File: src/verilog/lpr_map.svh
// lpr_map.svh: timing counts, command opcodes and field positions of the
// refresh / self-refresh link. assumes a 20 MHz controller clock (50 ns).
`ifndef LPR_MAP_SVH
`define LPR_MAP_SVH

`define LPR_TCK_PS           50000
`define LPR_CYC_MIN(ps)      (((ps) + `LPR_TCK_PS - 1) / `LPR_TCK_PS)
`define LPR_MAX(a, b)        (((a) > (b)) ? (a) : (b))

`define LPR_NUM_BANKS        8
`define LPR_MAX_POSTPONE     8
`define LPR_T_REFW_NS        32000000
`define LPR_REFS_PER_WINDOW  8192
// average interval is a longest time: rounded down
`define LPR_REFI_CYC         (`LPR_T_REFW_NS / `LPR_REFS_PER_WINDOW * 1000 / `LPR_TCK_PS)

`define LPR_T_RFCAB_PS       180000
`define LPR_T_RFCPB_PS       90000
`define LPR_T_PBR2PBR_PS     90000
`define LPR_T_XSR_ADD_PS     7500
`define LPR_T_SR_PS          15000
`define LPR_T_ESCKE_PS       1750
`define LPR_XSR_TCK          2
`define LPR_SR_TCK           3
`define LPR_ESCKE_TCK        3

`define LPR_RFCAB_CYC        `LPR_CYC_MIN(`LPR_T_RFCAB_PS)
`define LPR_PB_WAIT_CYC      `LPR_MAX(`LPR_CYC_MIN(`LPR_T_RFCPB_PS), `LPR_CYC_MIN(`LPR_T_PBR2PBR_PS))
`define LPR_XSR_CYC          `LPR_MAX(`LPR_CYC_MIN(`LPR_T_RFCAB_PS + `LPR_T_XSR_ADD_PS), `LPR_XSR_TCK)
`define LPR_SR_CYC           `LPR_MAX(`LPR_CYC_MIN(`LPR_T_SR_PS), `LPR_SR_TCK)
`define LPR_ESCKE_CYC        `LPR_MAX(`LPR_CYC_MIN(`LPR_T_ESCKE_PS), `LPR_ESCKE_TCK)

// first-edge opcodes on ca[4:0] with cs high; ca[5] selects all-bank refresh
`define LPR_CA_AB_BIT        5
`define LPR_OP_SRE           5'h18
`define LPR_OP_REF           5'h08
`define LPR_OP_SRX           5'h14
`define LPR_OP_MRW1          5'h06
`define LPR_OP_MRW2          5'h16
`define LPR_OP_MRR1          5'h0E
`define LPR_OP_MPC           5'h00
`define LPR_OP_CAS2          5'h12
`define LPR_RATE_RESET       3'h3

`endif

File: src/verilog/lpr_pkg.sv
// lpr_pkg: command, state types and decode helpers shared by both ends.
// assumes lpr_map.svh is on the include path.
`default_nettype none
`include "lpr_map.svh"
package lpr_pkg;

  typedef enum logic [3:0] {
    LPR_DES, LPR_REFAB, LPR_REFPB, LPR_SRE, LPR_SRX,
    LPR_MRR1, LPR_MRW1, LPR_MRW2, LPR_MPC, LPR_CAS2, LPR_OTHER
  } lpr_cmd_e;

  typedef enum logic [2:0] {C_IDLE, C_REF2, C_SRE2, C_SR, C_SRX2} lpr_ctl_st_e;
  typedef enum logic [1:0] {D_IDLE, D_SR, D_XSR} lpr_dev_st_e;

  function automatic lpr_cmd_e lpr_decode(input logic [5:0] ca);
    case (ca[4:0])
      `LPR_OP_SRE:  lpr_decode = LPR_SRE;
      `LPR_OP_REF:  lpr_decode = ca[`LPR_CA_AB_BIT] ? LPR_REFAB : LPR_REFPB;
      `LPR_OP_SRX:  lpr_decode = LPR_SRX;
      `LPR_OP_MRW1: lpr_decode = LPR_MRW1;
      `LPR_OP_MRW2: lpr_decode = LPR_MRW2;
      `LPR_OP_MRR1: lpr_decode = LPR_MRR1;
      `LPR_OP_MPC:  lpr_decode = LPR_MPC;
      `LPR_OP_CAS2: lpr_decode = LPR_CAS2;
      default:      lpr_decode = LPR_OTHER;
    endcase
  endfunction

  // commands legal in self refresh and during exit recovery (srx only in sr)
  function automatic logic lpr_sr_legal(input lpr_cmd_e c, input logic in_sr);
    case (c)
      LPR_MRR1, LPR_CAS2, LPR_DES, LPR_MPC, LPR_MRW1, LPR_MRW2: lpr_sr_legal = 1'b1;
      LPR_SRX: lpr_sr_legal = in_sr;
      default: lpr_sr_legal = 1'b0;
    endcase
  endfunction

  // average refresh interval scaled by the temperature-derived rate
  function automatic logic [9:0] lpr_refi_limit(input logic [2:0] rate, input int base);
    case (rate)
      3'h0, 3'h1: lpr_refi_limit = 10'(base * 4);
      3'h2:       lpr_refi_limit = 10'(base * 2);
      3'h4:       lpr_refi_limit = 10'(base / 2);
      3'h5, 3'h6, 3'h7: lpr_refi_limit = 10'(base / 4);
      default:    lpr_refi_limit = 10'(base);
    endcase
  endfunction

endpackage
`default_nettype wire

File: src/verilog/lpr_if.sv
// lpr_if: command/address link of one channel between controller and sdram.
// assumes both ends run on the same clock; no reset is carried on the link.
`timescale 1ns/1ps
`default_nettype none
interface lpr_if;
  logic       cs;
  logic [5:0] ca;
  logic       cke;

  modport ctl (output cs, output ca, output cke);
  modport dev (input cs, input ca, input cke);
endinterface
`default_nettype wire

File: src/verilog/lpr_dev.sv
// lpr_dev: sdram end of one channel; decodes two-edge commands, tracks
// bank refresh busy, self refresh, power down in self refresh and misuse.
// assumes the controller end drives lpr_if on the same clock.
`timescale 1ns/1ps
`default_nettype none
`include "lpr_map.svh"
module lpr_dev
  import lpr_pkg::*;
#(
  parameter int NUM_BANKS = `LPR_NUM_BANKS,
  parameter int REFI_CYC  = `LPR_REFI_CYC
)(
  input  wire logic                 mclk_i,
  input  wire logic                 rstn_i,
  lpr_if.dev                        link,
  output logic                      sr_active_o,
  output logic                      pd_active_o,
  output logic                      int_ref_o,
  output logic [NUM_BANKS-1:0]      bank_busy_o,
  output logic                      ref_owed_o,
  output logic                      cmd_err_o
);

  ////////////////////////////////////////////////////////////////////////////
  lpr_dev_st_e          st, next_st;
  logic                 half, next_half;
  logic [5:0]           op, next_op;
  logic [2:0]           ab_cnt, next_ab_cnt;
  logic [1:0]           pb_cnt [NUM_BANKS];
  logic [1:0]           next_pb_cnt [NUM_BANKS];
  logic [2:0]           ptr, next_ptr;
  logic [2:0]           opb, next_opb;
  logic                 any_busy;
  logic [2:0]           tmr, next_tmr;
  logic [9:0]           refi, next_refi;
  logic                 owed, next_owed;
  logic                 err, next_err;
  logic                 iref, next_iref;
  logic [NUM_BANKS-1:0] next_busy;
  lpr_cmd_e             cmd;
  logic                 fire;

  ////////////////////////////////////////////////////////////////////////////
  always_comb
  begin
    next_st   = st;
    next_half = 1'b0;
    next_op   = op;
    next_ptr  = ptr;
    next_opb  = opb;
    next_owed = owed;
    next_err  = 1'b0;
    next_iref = 1'b0;
    next_refi = 10'h000;
    next_tmr  = (tmr != 3'h0) ? tmr - 3'h1 : 3'h0;
    next_ab_cnt = (ab_cnt != 3'h0) ? ab_cnt - 3'h1 : 3'h0;
    any_busy    = (next_ab_cnt != 3'h0);
    for (int b = 0; b < NUM_BANKS; b++)
    begin
      next_pb_cnt[b] = (pb_cnt[b] != 2'h0) ? pb_cnt[b] - 2'h1 : 2'h0;
      any_busy       = any_busy || (next_pb_cnt[b] != 2'h0);
    end
    cmd  = LPR_DES;
    fire = 1'b0;
    // first edge cs high latches the opcode, second edge cs low completes it
    if (half && !link.cs)
    begin
      cmd  = lpr_decode(op);
      fire = 1'b1;
    end
    else if (half && link.cs)
    begin
      next_err = 1'b1;
    end
    else if (link.cs)
    begin
      next_half = 1'b1;
      next_op   = link.ca;
    end
    case (st)
      D_IDLE:
      begin
        if (fire && cmd == LPR_REFAB)
        begin
          next_ab_cnt = 3'(`LPR_RFCAB_CYC);
          next_owed   = 1'b0;
        end
        else if (fire && cmd == LPR_REFPB)
        begin
          next_pb_cnt[ptr] = 2'(`LPR_PB_WAIT_CYC);
          next_ptr         = ptr + 3'h1;
          next_opb         = opb + 3'h1;
          // eight per-bank refreshes counted from the exit, not from bank 0
          if (owed && opb == 3'h7)
          begin
            next_owed = 1'b0;
          end
        end
        else if (fire && cmd == LPR_SRE)
        begin
          // refused while an extra refresh is owed or a refresh still runs
          if (owed || any_busy)
          begin
            next_err = 1'b1;
          end
          else
          begin
            next_st  = D_SR;
            next_tmr = 3'(`LPR_SR_CYC);
          end
        end
        else if (fire && cmd == LPR_SRX)
        begin
          next_err = 1'b1;
        end
      end
      D_SR:
      begin
        // internal timer keeps the array refreshed with no external command
        next_refi = (refi == 10'(REFI_CYC - 1)) ? 10'h000 : refi + 10'h001;
        next_iref = (refi == 10'(REFI_CYC - 1));
        if (fire && !lpr_sr_legal(cmd, 1'b1))
        begin
          next_err = 1'b1;
        end
        else if (fire && cmd == LPR_SRX)
        begin
          // no abort at this density: full exit recovery every time
          next_err  = (tmr != 3'h0) || !link.cke;
          next_st   = D_XSR;
          next_tmr  = 3'(`LPR_XSR_CYC);
          next_owed = 1'b1;
          next_opb  = 3'h0;
        end
      end
      D_XSR:
      begin
        if (fire && !lpr_sr_legal(cmd, 1'b0))
        begin
          next_err = 1'b1;
        end
        if (tmr == 3'h0)
        begin
          next_st = D_IDLE;
        end
      end
      default: next_st = D_IDLE;
    endcase
    for (int b = 0; b < NUM_BANKS; b++)
    begin
      next_busy[b] = (next_ab_cnt != 3'h0) || (next_pb_cnt[b] != 2'h0);
    end
  end

  ////////////////////////////////////////////////////////////////////////////
  // this channel's state is private: another channel is a separate instance
  always_ff @(posedge mclk_i or negedge rstn_i)
  begin
    if (!rstn_i)
    begin
      st          <= D_IDLE;
      half        <= 1'b0;
      op          <= 6'h00;
      ab_cnt      <= 3'h0;
      ptr         <= 3'h0;
      opb         <= 3'h0;
      tmr         <= 3'h0;
      refi        <= 10'h000;
      owed        <= 1'b0;
      err         <= 1'b0;
      iref        <= 1'b0;
      sr_active_o <= 1'b0;
      pd_active_o <= 1'b0;
      int_ref_o   <= 1'b0;
      bank_busy_o <= '0;
      ref_owed_o  <= 1'b0;
      cmd_err_o   <= 1'b0;
      for (int b = 0; b < NUM_BANKS; b++)
      begin
        pb_cnt[b] <= 2'h0;
      end
    end
    else
    begin
      st          <= next_st;
      half        <= next_half;
      op          <= next_op;
      ab_cnt      <= next_ab_cnt;
      ptr         <= next_ptr;
      opb         <= next_opb;
      tmr         <= next_tmr;
      refi        <= next_refi;
      owed        <= next_owed;
      err         <= next_err;
      iref        <= next_iref;
      sr_active_o <= (next_st == D_SR);
      // power down is legal inside self refresh; the array keeps refreshing
      pd_active_o <= (next_st == D_SR) && !link.cke;
      int_ref_o   <= next_iref;
      bank_busy_o <= next_busy;
      ref_owed_o  <= next_owed;
      cmd_err_o   <= next_err;
      for (int b = 0; b < NUM_BANKS; b++)
      begin
        pb_cnt[b] <= next_pb_cnt[b];
      end
    end
  end

endmodule // lpr_dev
`default_nettype wire

File: src/flat_wrapper.sv
// flat-port wrapper written by rule: the top's interface ports become plain ports
module lpr_dev_flat import lpr_pkg::*;
#(
  parameter int NUM_BANKS = `LPR_NUM_BANKS,
  parameter int REFI_CYC  = `LPR_REFI_CYC
)
  (mclk_i, rstn_i, sr_active_o, pd_active_o, int_ref_o, bank_busy_o, ref_owed_o, cmd_err_o, link_cs, link_ca, link_cke);
  lpr_if link_i ();
  input  wire logic mclk_i;
  input  wire logic rstn_i;
  output logic sr_active_o;
  output logic pd_active_o;
  output logic int_ref_o;
  output logic [NUM_BANKS-1:0] bank_busy_o;
  output logic ref_owed_o;
  output logic cmd_err_o;
  input wire logic [$bits(link_i.cs)-1:0] link_cs;
  input wire logic [$bits(link_i.ca)-1:0] link_ca;
  input wire logic [$bits(link_i.cke)-1:0] link_cke;
  assign link_i.cs = link_cs;
  assign link_i.ca = link_ca;
  assign link_i.cke = link_cke;
  lpr_dev #(.NUM_BANKS(NUM_BANKS), .REFI_CYC(REFI_CYC)) u_core (.mclk_i(mclk_i), .rstn_i(rstn_i), .link(link_i), .sr_active_o(sr_active_o), .pd_active_o(pd_active_o), .int_ref_o(int_ref_o), .bank_busy_o(bank_busy_o), .ref_owed_o(ref_owed_o), .cmd_err_o(cmd_err_o));
endmodule
File: config.mk
export PLATFORM = sky130hd
export DESIGN_NAME = lpr_dev_flat
export DESIGN_NICKNAME = d
export VERILOG_FILES = /design/src/verilog/lpr_pkg.sv /design/src/verilog/lpr_if.sv /design/src/verilog/lpr_dev.sv /design/src/flat_wrapper.sv
export VERILOG_INCLUDE_DIRS = /design/src /design/src/verilog
export SDC_FILE = /design/constraint.sdc
export NUM_CORES = 1
export LEC_CHECK = 0
export BUFFER_PORTS_ARGS = -buffer_cell sky130_fd_sc_hd__buf_2
export CORE_ASPECT_RATIO = 0.5
export CORE_UTILIZATION = 58
export CTS_CLUSTER_DIAMETER = 100
export CTS_CLUSTER_SIZE = 20
export DETAILED_ROUTE_END_ITERATION = 10
export PLACE_DENSITY = 0.78
export SLEW_MARGIN = 20
export SYNTH_ARGS = -nofsm -noshare
export SYNTH_HDL_FRONTEND = slang
export SYNTH_SLANG_ARGS = --single-unit
File: constraint.sdc
create_clock -name mclk_i -period 2 [get_ports mclk_i]
set_input_delay 0.1 -clock mclk_i [delete_from_list [all_inputs] [get_ports mclk_i]]
set_output_delay 0.1 -clock mclk_i [all_outputs]
set_load 0.01 [all_outputs]
==> summary.txt, run 1 <==
STA
  • Setup TNS: 0 ps
  • RSZ-0062 raised after global routing: false
  • Period utilization: 95.8%
  • Worst Max-Slew Pin Slew: 612 ps
  • Max Fclk: 522 MHz
  • Pins Over Slew Limit: 0
  • Final setup viols: 0
  • Hold Fails Final Rpt: 0
  • Max_slew headroom: 59.0%
  • Final min period: 1920 ps
  • Setup Skew: 7.95 ps

Routing
  • Iter 0 DRT Violations: 67
  • Routed vias: 1791
  • Routed len/inst: 15.2 um
  • DRC Markers: 0
  • Vias per cell: 5.56
  • 1st-pass router iterations: 4
  • WL final: 4880 um
  • Antenna Nets Post-Route: 0

Power
  • Int Power: 0.00207 W
  • Power Dens Cells: 940 nW/um^2
  • Switch share: 27.8%
  • NetSw: 0.000797 W
  • Clock share of power: 32.8%
  • Sequential power share: 50.1%
  • Peak VDD IR: 0.632 mV
  • Logic gate share of total power: 17.1%
  • Static Leak: 1.56 nW

Clocking
  • Clock Sinks: 60
  • Htree depth: 3
  • Setup bufs post-CTS: 0
  • CTS max path bufs: 2
  • Cts bufs inserted: 9
  • Clk slew on worst S/H paths: 70 ps
  • TritonCTS clock tree: built
  • Clock Root Buffer: clkbuf_8
  • Cts hold-fix bufs: 7
  • Clock latency at the later pin of the worst-skew pair: 340 ps
  • Cts repair resizes: 0

Critical path
  • Worst-path cell chain: nor2_1, inv_1, ha_1, nand2b_1, or3_4, or3_1
  • Reg2Reg Depth: 6
  • FF-to-FF Start: u_core.ab_cnt[0]
  • Crit path DAT: 2120 ps
  • Crit path largest cell delay: 440 ps
  • Critical path's slowest cell: or3_4
  • Crit Path Class: register to register
  • Reg2Reg Setup Slack: 80 ps
  • Worst r2r dst: u_core.bank_busy_o[0]
  • CP Launch Type: register
  • Critical path's top delay family: simple AND/OR/NAND/NOR gates
  • Maximum fanout along the worst path: 8
  • Req. time, crit path: 2210 ps
  • Critical Path End Type: register
  • CP Buf/Inv Count: 1

Floorplanning
  • Core area: 4120 um^2
  • Chip height: 49.6 um
  • Total die area: 4820 um^2
  • Row Count: 16
  • Initial Util: 63.7%
  • Die X: 97.2 um
  • IO Pins: 23

Logic synthesis
  • Number of synthesized flops with an enable pin: 0
  • Post-Synth XOR/XNOR Area: 3.67%
  • Ys flop type: dfrtp_1
  • Adder-cell share of the synthesized area: 3.33%
  • Post-Syn Area: 2630 um^2
  • Average footprint of a synthesized cell: 11.7 um^2
  • Most numerous cell in the Yosys netlist: dfrtp_1
  • Cell variety after synth: 49
  • Sequential element share of the synthesized area: 57.1%
  • Asr flop ratio synth: 100%
  • Post-synthesis simple-gate area fraction: 22.2%
  • Mux share of post-synthesis cell area: 3.43%
  • Synth top cells by count: dfrtp_1, nor2_1, nand2_1
  • Yosys reg bits: 60
  • Largest family of logic cells by synthesized area: simple AND/OR/NAND/NOR gates
  • Yosys warns: 0
  • Synth area leader: dfrtp_1
  • Compound-gate portion of the synthesized area: 8.90%
  • Yosys top cell area share: 57.1%
  • Mapped Cells: 224
  • Top cells by area, synth: dfrtp_1, nor2_1, ha_1, mux2_2, a21o_1
  • Net Count, Synth: 241

Worst hold path
  • Min-Delay Path Depth: 2
  • Hold Path Origin: link_ca[2]
  • Hold path endpoint: u_core.op[2]
  • Hold WC Path Type: primary input to register

Cells and area
  • # diodes: 0
  • Proportion of layout cells with a drive suffix above 1: 22.0%
  • Layout Nets: 281
  • Area delta synth->final: 16.3%
  • Cell Count, Final, Fillers Out: 322

Placement
  • Placed instance count: 300
  • PortBufs: 22
  • RePlAce Congestion: 0.797
  • DP HPWL: 3340 um

Outcome
  • Status: completed

Global route
  • First-pass GRT wire length: 8510 um
  • Largest net degree at the start of global routing: 52
  • Initial antenna violation count: 0
  • Total gr overflow: 0
  • Number of global-route vias before repair: 1872
  • Total GRT Usage: 23.4%

Run
  • Max-cap violations: 0
## power by group through the flow
stage          registers (W)  clock network, W  logic [W]
2_1_floorplan        0.00148                 0   0.000266
3_3_place_gp         0.00145                 0   0.000463
3_5_place_dp         0.00145                 0   0.000481
4_1_cts              0.00144          0.000962   0.000494
5_1_grt              0.00145           0.00102   0.000539
6_report             0.00144          0.000942   0.000492
## routing by layer
layer,routed length (um),global-route usage (%),up-vias
li1,-,-,865
met1,2260,28.1,896
met2,2410,39.6,28
met3,202,9.50,2
met4,13,5.97,0
met5,0,0,-
## flip-flops by register name (all words and copies together) (netlist names)
| register | cells |
|---|---|
| u_core.st | 2 |
| u_core.pb_cnt | 16 |
| u_core.pd_active_o | 1 |
| u_core.bank_busy_o | 8 |
| u_core.tmr | 3 |
| u_core.cmd_err_o | 1 |
| u_core.opb | 3 |
| u_core.ref_owed_o | 1 |
| u_core.sr_active_o | 1 |
| u_core.ab_cnt | 3 |
| u_core.op | 6 |
| u_core.half | 1 |
| u_core.int_ref_o | 1 |
| u_core.refi | 10 |
| u_core.ptr | 3 |
## through the flow
stage / power, W / util (%) / setup WS [ps] / hold WS (ps) / cell area, um^2
after CTS: 0.00289 / 74.1 / 91.5 / 0.220 / 3060
after global placement: 0.00192 / 68.3 / 191 / -18.3 / 2820
after detailed placement: 0.00194 / 68.3 / 86.3 / -16.9 / 2820
final: 0.00287 / 74.1 / 83.9 / 14.5 / 3060
after floorplan: 0.00175 / - / 249 / -196 / 2630
after global routing: 0.00301 / 74.1 / 28.4 / 10.2 / 3060
## kinds of logic (layout without fill, tap and decap cells)
kind of cell               Yosys count  count (layout)
adders and majority gates            7               7
xor gates and xnor gates            11              11
and+or+nand+nor                    100             100
AOI/OAI and AO/OA                   31              31
buffers and inverters                7              51
DFF                                 60              60
muxes                                8               8
## placed cells by master, fill, tap and decap left out, types with 3 or more instances in the layout
cell           Yosys  final
a21o_1             9      9
a21oi_1            5      5
a22o_1             3      3
buf_2              1     22
clkbuf_8           0     11
dfrtp_1           60     60
dlygate4sd3_1      0      7
ha_1               7      7
inv_1              5      5
mux2_2             7      7
nand2_1           11     11
nand2b_1           6      6
nand3_1            4      4
nand4_1            3      3
nor2_1            30     30
nor3_1             4      4
nor3_2             3      3
nor3b_1            9      9
o21ai_0            3      3
or3_1              9      9
xnor2_1            4      4
xor2_1             7      7
## worst max-delay path by stage
stage,from,to,slack [ps],cells past startpoint
6_report,u_core.ab_cnt[0],u_core.bank_busy_o[0],80,6
5_1_grt,u_core.ab_cnt[0],u_core.bank_busy_o[2],30,6
4_1_cts,u_core.ab_cnt[0],u_core.bank_busy_o[0],90,6
3_5_place_dp,u_core.ab_cnt[0],u_core.bank_busy_o[0],90,6
3_3_place_gp,u_core.ab_cnt[0],u_core.bank_busy_o[6],190,6
2_1_floorplan,u_core.ab_cnt[0],u_core.bank_busy_o[0],250,6
## layout make-up
cell class / instances / area (um^2)
Clock buffer: 13 / 159
Clock inverter: 2 / 10.0
Fill cell: 295 / 1070
Inverter: 5 / 18.8
Multi-Input combinational cell: 157 / 1090
Sequential cell: 60 / 1500
Tap cell: 54 / 67.6
Timing Repair Buffer: 31 / 208
Power figures use the tool's default switching activity.
==> run 2: changes to the inputs <==
Clock period 2 ns to 1.8 ns, I/O delays scaled along.
==> run 2 against run 1 <==
Effect of this change:
- non-clock buffer count grew 8
- combinational power grew 25%
- setup slack lost 88 ps
- die area is the same
- count of clock-buffer cells in the layout shrank 1
- first-iteration DRC count shrank 16%
- via count shrank 0.56%
- cell count grew 2.2%
- fmax grew 6.2%
- the run now ends with setup timing left
- register-to-register slack lost 90 ps
- critical endpoint is now u_core.bank_busy_o[5]
- core utilization grew 2.7 points
==> summary.txt, run 2 (synthesis results as in run 1) <==
Cells and area
  • Fillcell total: 260
  • Most frequent cells in the layout: dfrtp_1, nor2_1, buf_2
  • Largest Register: u_core.pb_cnt
  • Design area: 3170 um^2
  • Proportion of layout cells with a drive suffix above 1: 26.9%
  • # diodes: 0
  • Multi-input combinational cell area: 1120 um^2
  • Regs by FF count: u_core.pb_cnt x16, u_core.refi x10, u_core.bank_busy_o x8
  • Storage cell area: 1500 um^2
  • Largest register FFs: 16
  • Area delta synth->final: 20.6%
  • Commonest non-fill, non-tap cell in the layout: dfrtp_1
  • Layout Nets: 289

Critical path
  • Crit Path Class: register to register
  • Critical Path End Type: register
  • Critical path's top delay family: simple AND/OR/NAND/NOR gates
  • Maximum fanout along the worst path: 8
  • CP Buf/Inv Count: 1
  • CP Launch Type: register
  • Critical path's slowest cell: or3_4
  • Req. time, crit path: 2010 ps
  • Worst-path cell chain: nor2_2, inv_1, ha_2, nand2b_4, or3_4, or3_1
  • Crit path DAT: 2010 ps
  • Crit path largest cell delay: 430 ps

Floorplanning
  • IO Pins: 23
  • Initial Util: 63.7%
  • Core area: 4120 um^2
  • Die X: 97.2 um
  • Row Count: 16
  • Total die area: 4820 um^2
  • Chip height: 49.6 um

Routing
  • Vias per cell: 5.41
  • Routed vias: 1781
  • Met2 Wirelength: 2240 um
  • DRC Markers: 0
  • DR top layer: met4
  • Met1 wire length: 2240 um
  • Antenna Nets Post-Route: 0
  • Routed len/inst: 14.3 um
  • 1st-pass router iterations: 4
  • Metal3 WL: 177 um
  • Iter 0 DRT Violations: 56
  • WL final: 4700 um

Clocking
  • TritonCTS clock tree: built
  • Htree depth: 3
  • Clock Sinks: 60
  • CTS max path bufs: 2
  • Clock Root Buffer: clkbuf_8
  • Cts bufs inserted: 9
  • Clock latency at the later pin of the worst-skew pair: 330 ps
  • Clk slew on worst S/H paths: 60 ps

Global route
  • Total GRT Usage: 22.7%
  • Initial antenna violation count: 0
  • Total gr overflow: 0
  • First-pass GRT wire length: 8240 um
  • Largest net degree at the start of global routing: 61
  • Number of global-route vias before repair: 1768

Placement
  • Area after DPL: 2860 um^2
  • PortBufs: 22
  • DP HPWL: 3230 um
  • RePlAce Congestion: 0.821

Outcome
  • Status: finished with violations
  • Failing checks: setup timing

STA
  • Worst Max-Slew Pin Slew: 359 ps
  • Final setup viols: 1
  • Max_slew headroom: 76.1%
  • Pins Over Slew Limit: 0
  • Setup TNS: -4.06 ps
  • Setup Skew: 7.13 ps
  • Max Fclk: 554 MHz
  • RSZ-0062 raised after global routing: true
  • Final min period: 1800 ps
  • Hold Fails Final Rpt: 0
  • Period utilization: 100%
  • Final Worst Setup Slack: -4.06 ps

Power
  • Pwr Total: 0.00338 W
  • Power Dens Cells: 1070 nW/um^2
  • Peak VDD IR: 0.680 mV
  • Static Leak: 1.61 nW

Run
  • Max-cap violations: 0

Worst hold path
  • Hold WC Path Type: primary input to register
[run 2: what timing repair did]
item | CTS | global route
buffers inserted | 0 | 1
gates resized for setup | 1 | 7
pin swaps | 2 | 2
endpoints found under the setup margin | 8 | 12
endpoints found under the hold margin | 66 | 1
hold buffers | 7 | 1
[run 2: worst paths after layout]
path	from	end	slack [ps]	cells past startpoint
max in group asynchronous	rstn_i	u_core.op[4]	1240	3
worst max-delay path	u_core.ab_cnt[0]	u_core.bank_busy_o[5]	-4	6
worst min register to register	u_core.pb_cnt[4]	u_core.pb_cnt[4]	430	1
min in group asynchronous	rstn_i	u_core.op[1]	290	3
worst min-delay path	link_cs	u_core.half	120	3
worst max register to register	u_core.ab_cnt[0]	u_core.bank_busy_o[5]	-4	6
[run 2: area by class of cell]
| cell class | count | area share (%) |
|---|---|---|
| Clock buffer | 12 | 4.90 |
| Timing Repair Buffer | 39 | 8.53 |
| Sequential cell | 60 | 47.5 |
| Tap cell | 54 | 2.13 |
| Inverter | 5 | 0.592 |
| Clock inverter | 2 | 1.11 |
| Multi-Input combinational cell | 157 | 35.3 |
[run 2: report_power, final]
part           internal, W  switching (W)  total (W)
Clock             0.000697       0.000471    0.00117
Sequential         0.00150       0.000101    0.00160
Combinational     0.000297       0.000315   0.000613
[run 2: metal layers]
layer	track usage, %	vias up
li1	-	883
met1	28.6	874
met2	36.6	18
met3	8.65	6
met4	7.71	0
met5	0	-
[run 2: through the flow]
| step | worst slack (ps) | instances | util [%] | hold slack, ps |
|---|---|---|---|---|
| 2_1_floorplan | 49.1 | 224 | - | -206 |
| 3_3_place_gp | 43.5 | 306 | 69.4 | 115 |
| 3_5_place_dp | -38.8 | 306 | 69.4 | 118 |
| 4_1_cts | 18.2 | 327 | 75.8 | 1.64 |
| 5_1_grt | -61.6 | 329 | 76.8 | 112 |
| 6_report | -4.06 | 329 | 76.8 | 115 |
[run 2: worst reg2reg max path: stages (launching register included)]
cell,delay [ps]
dfrtp_1,390
nor2_2,160
inv_1,60
ha_2,170
nand2b_4,140
or3_4,430
or3_1,330
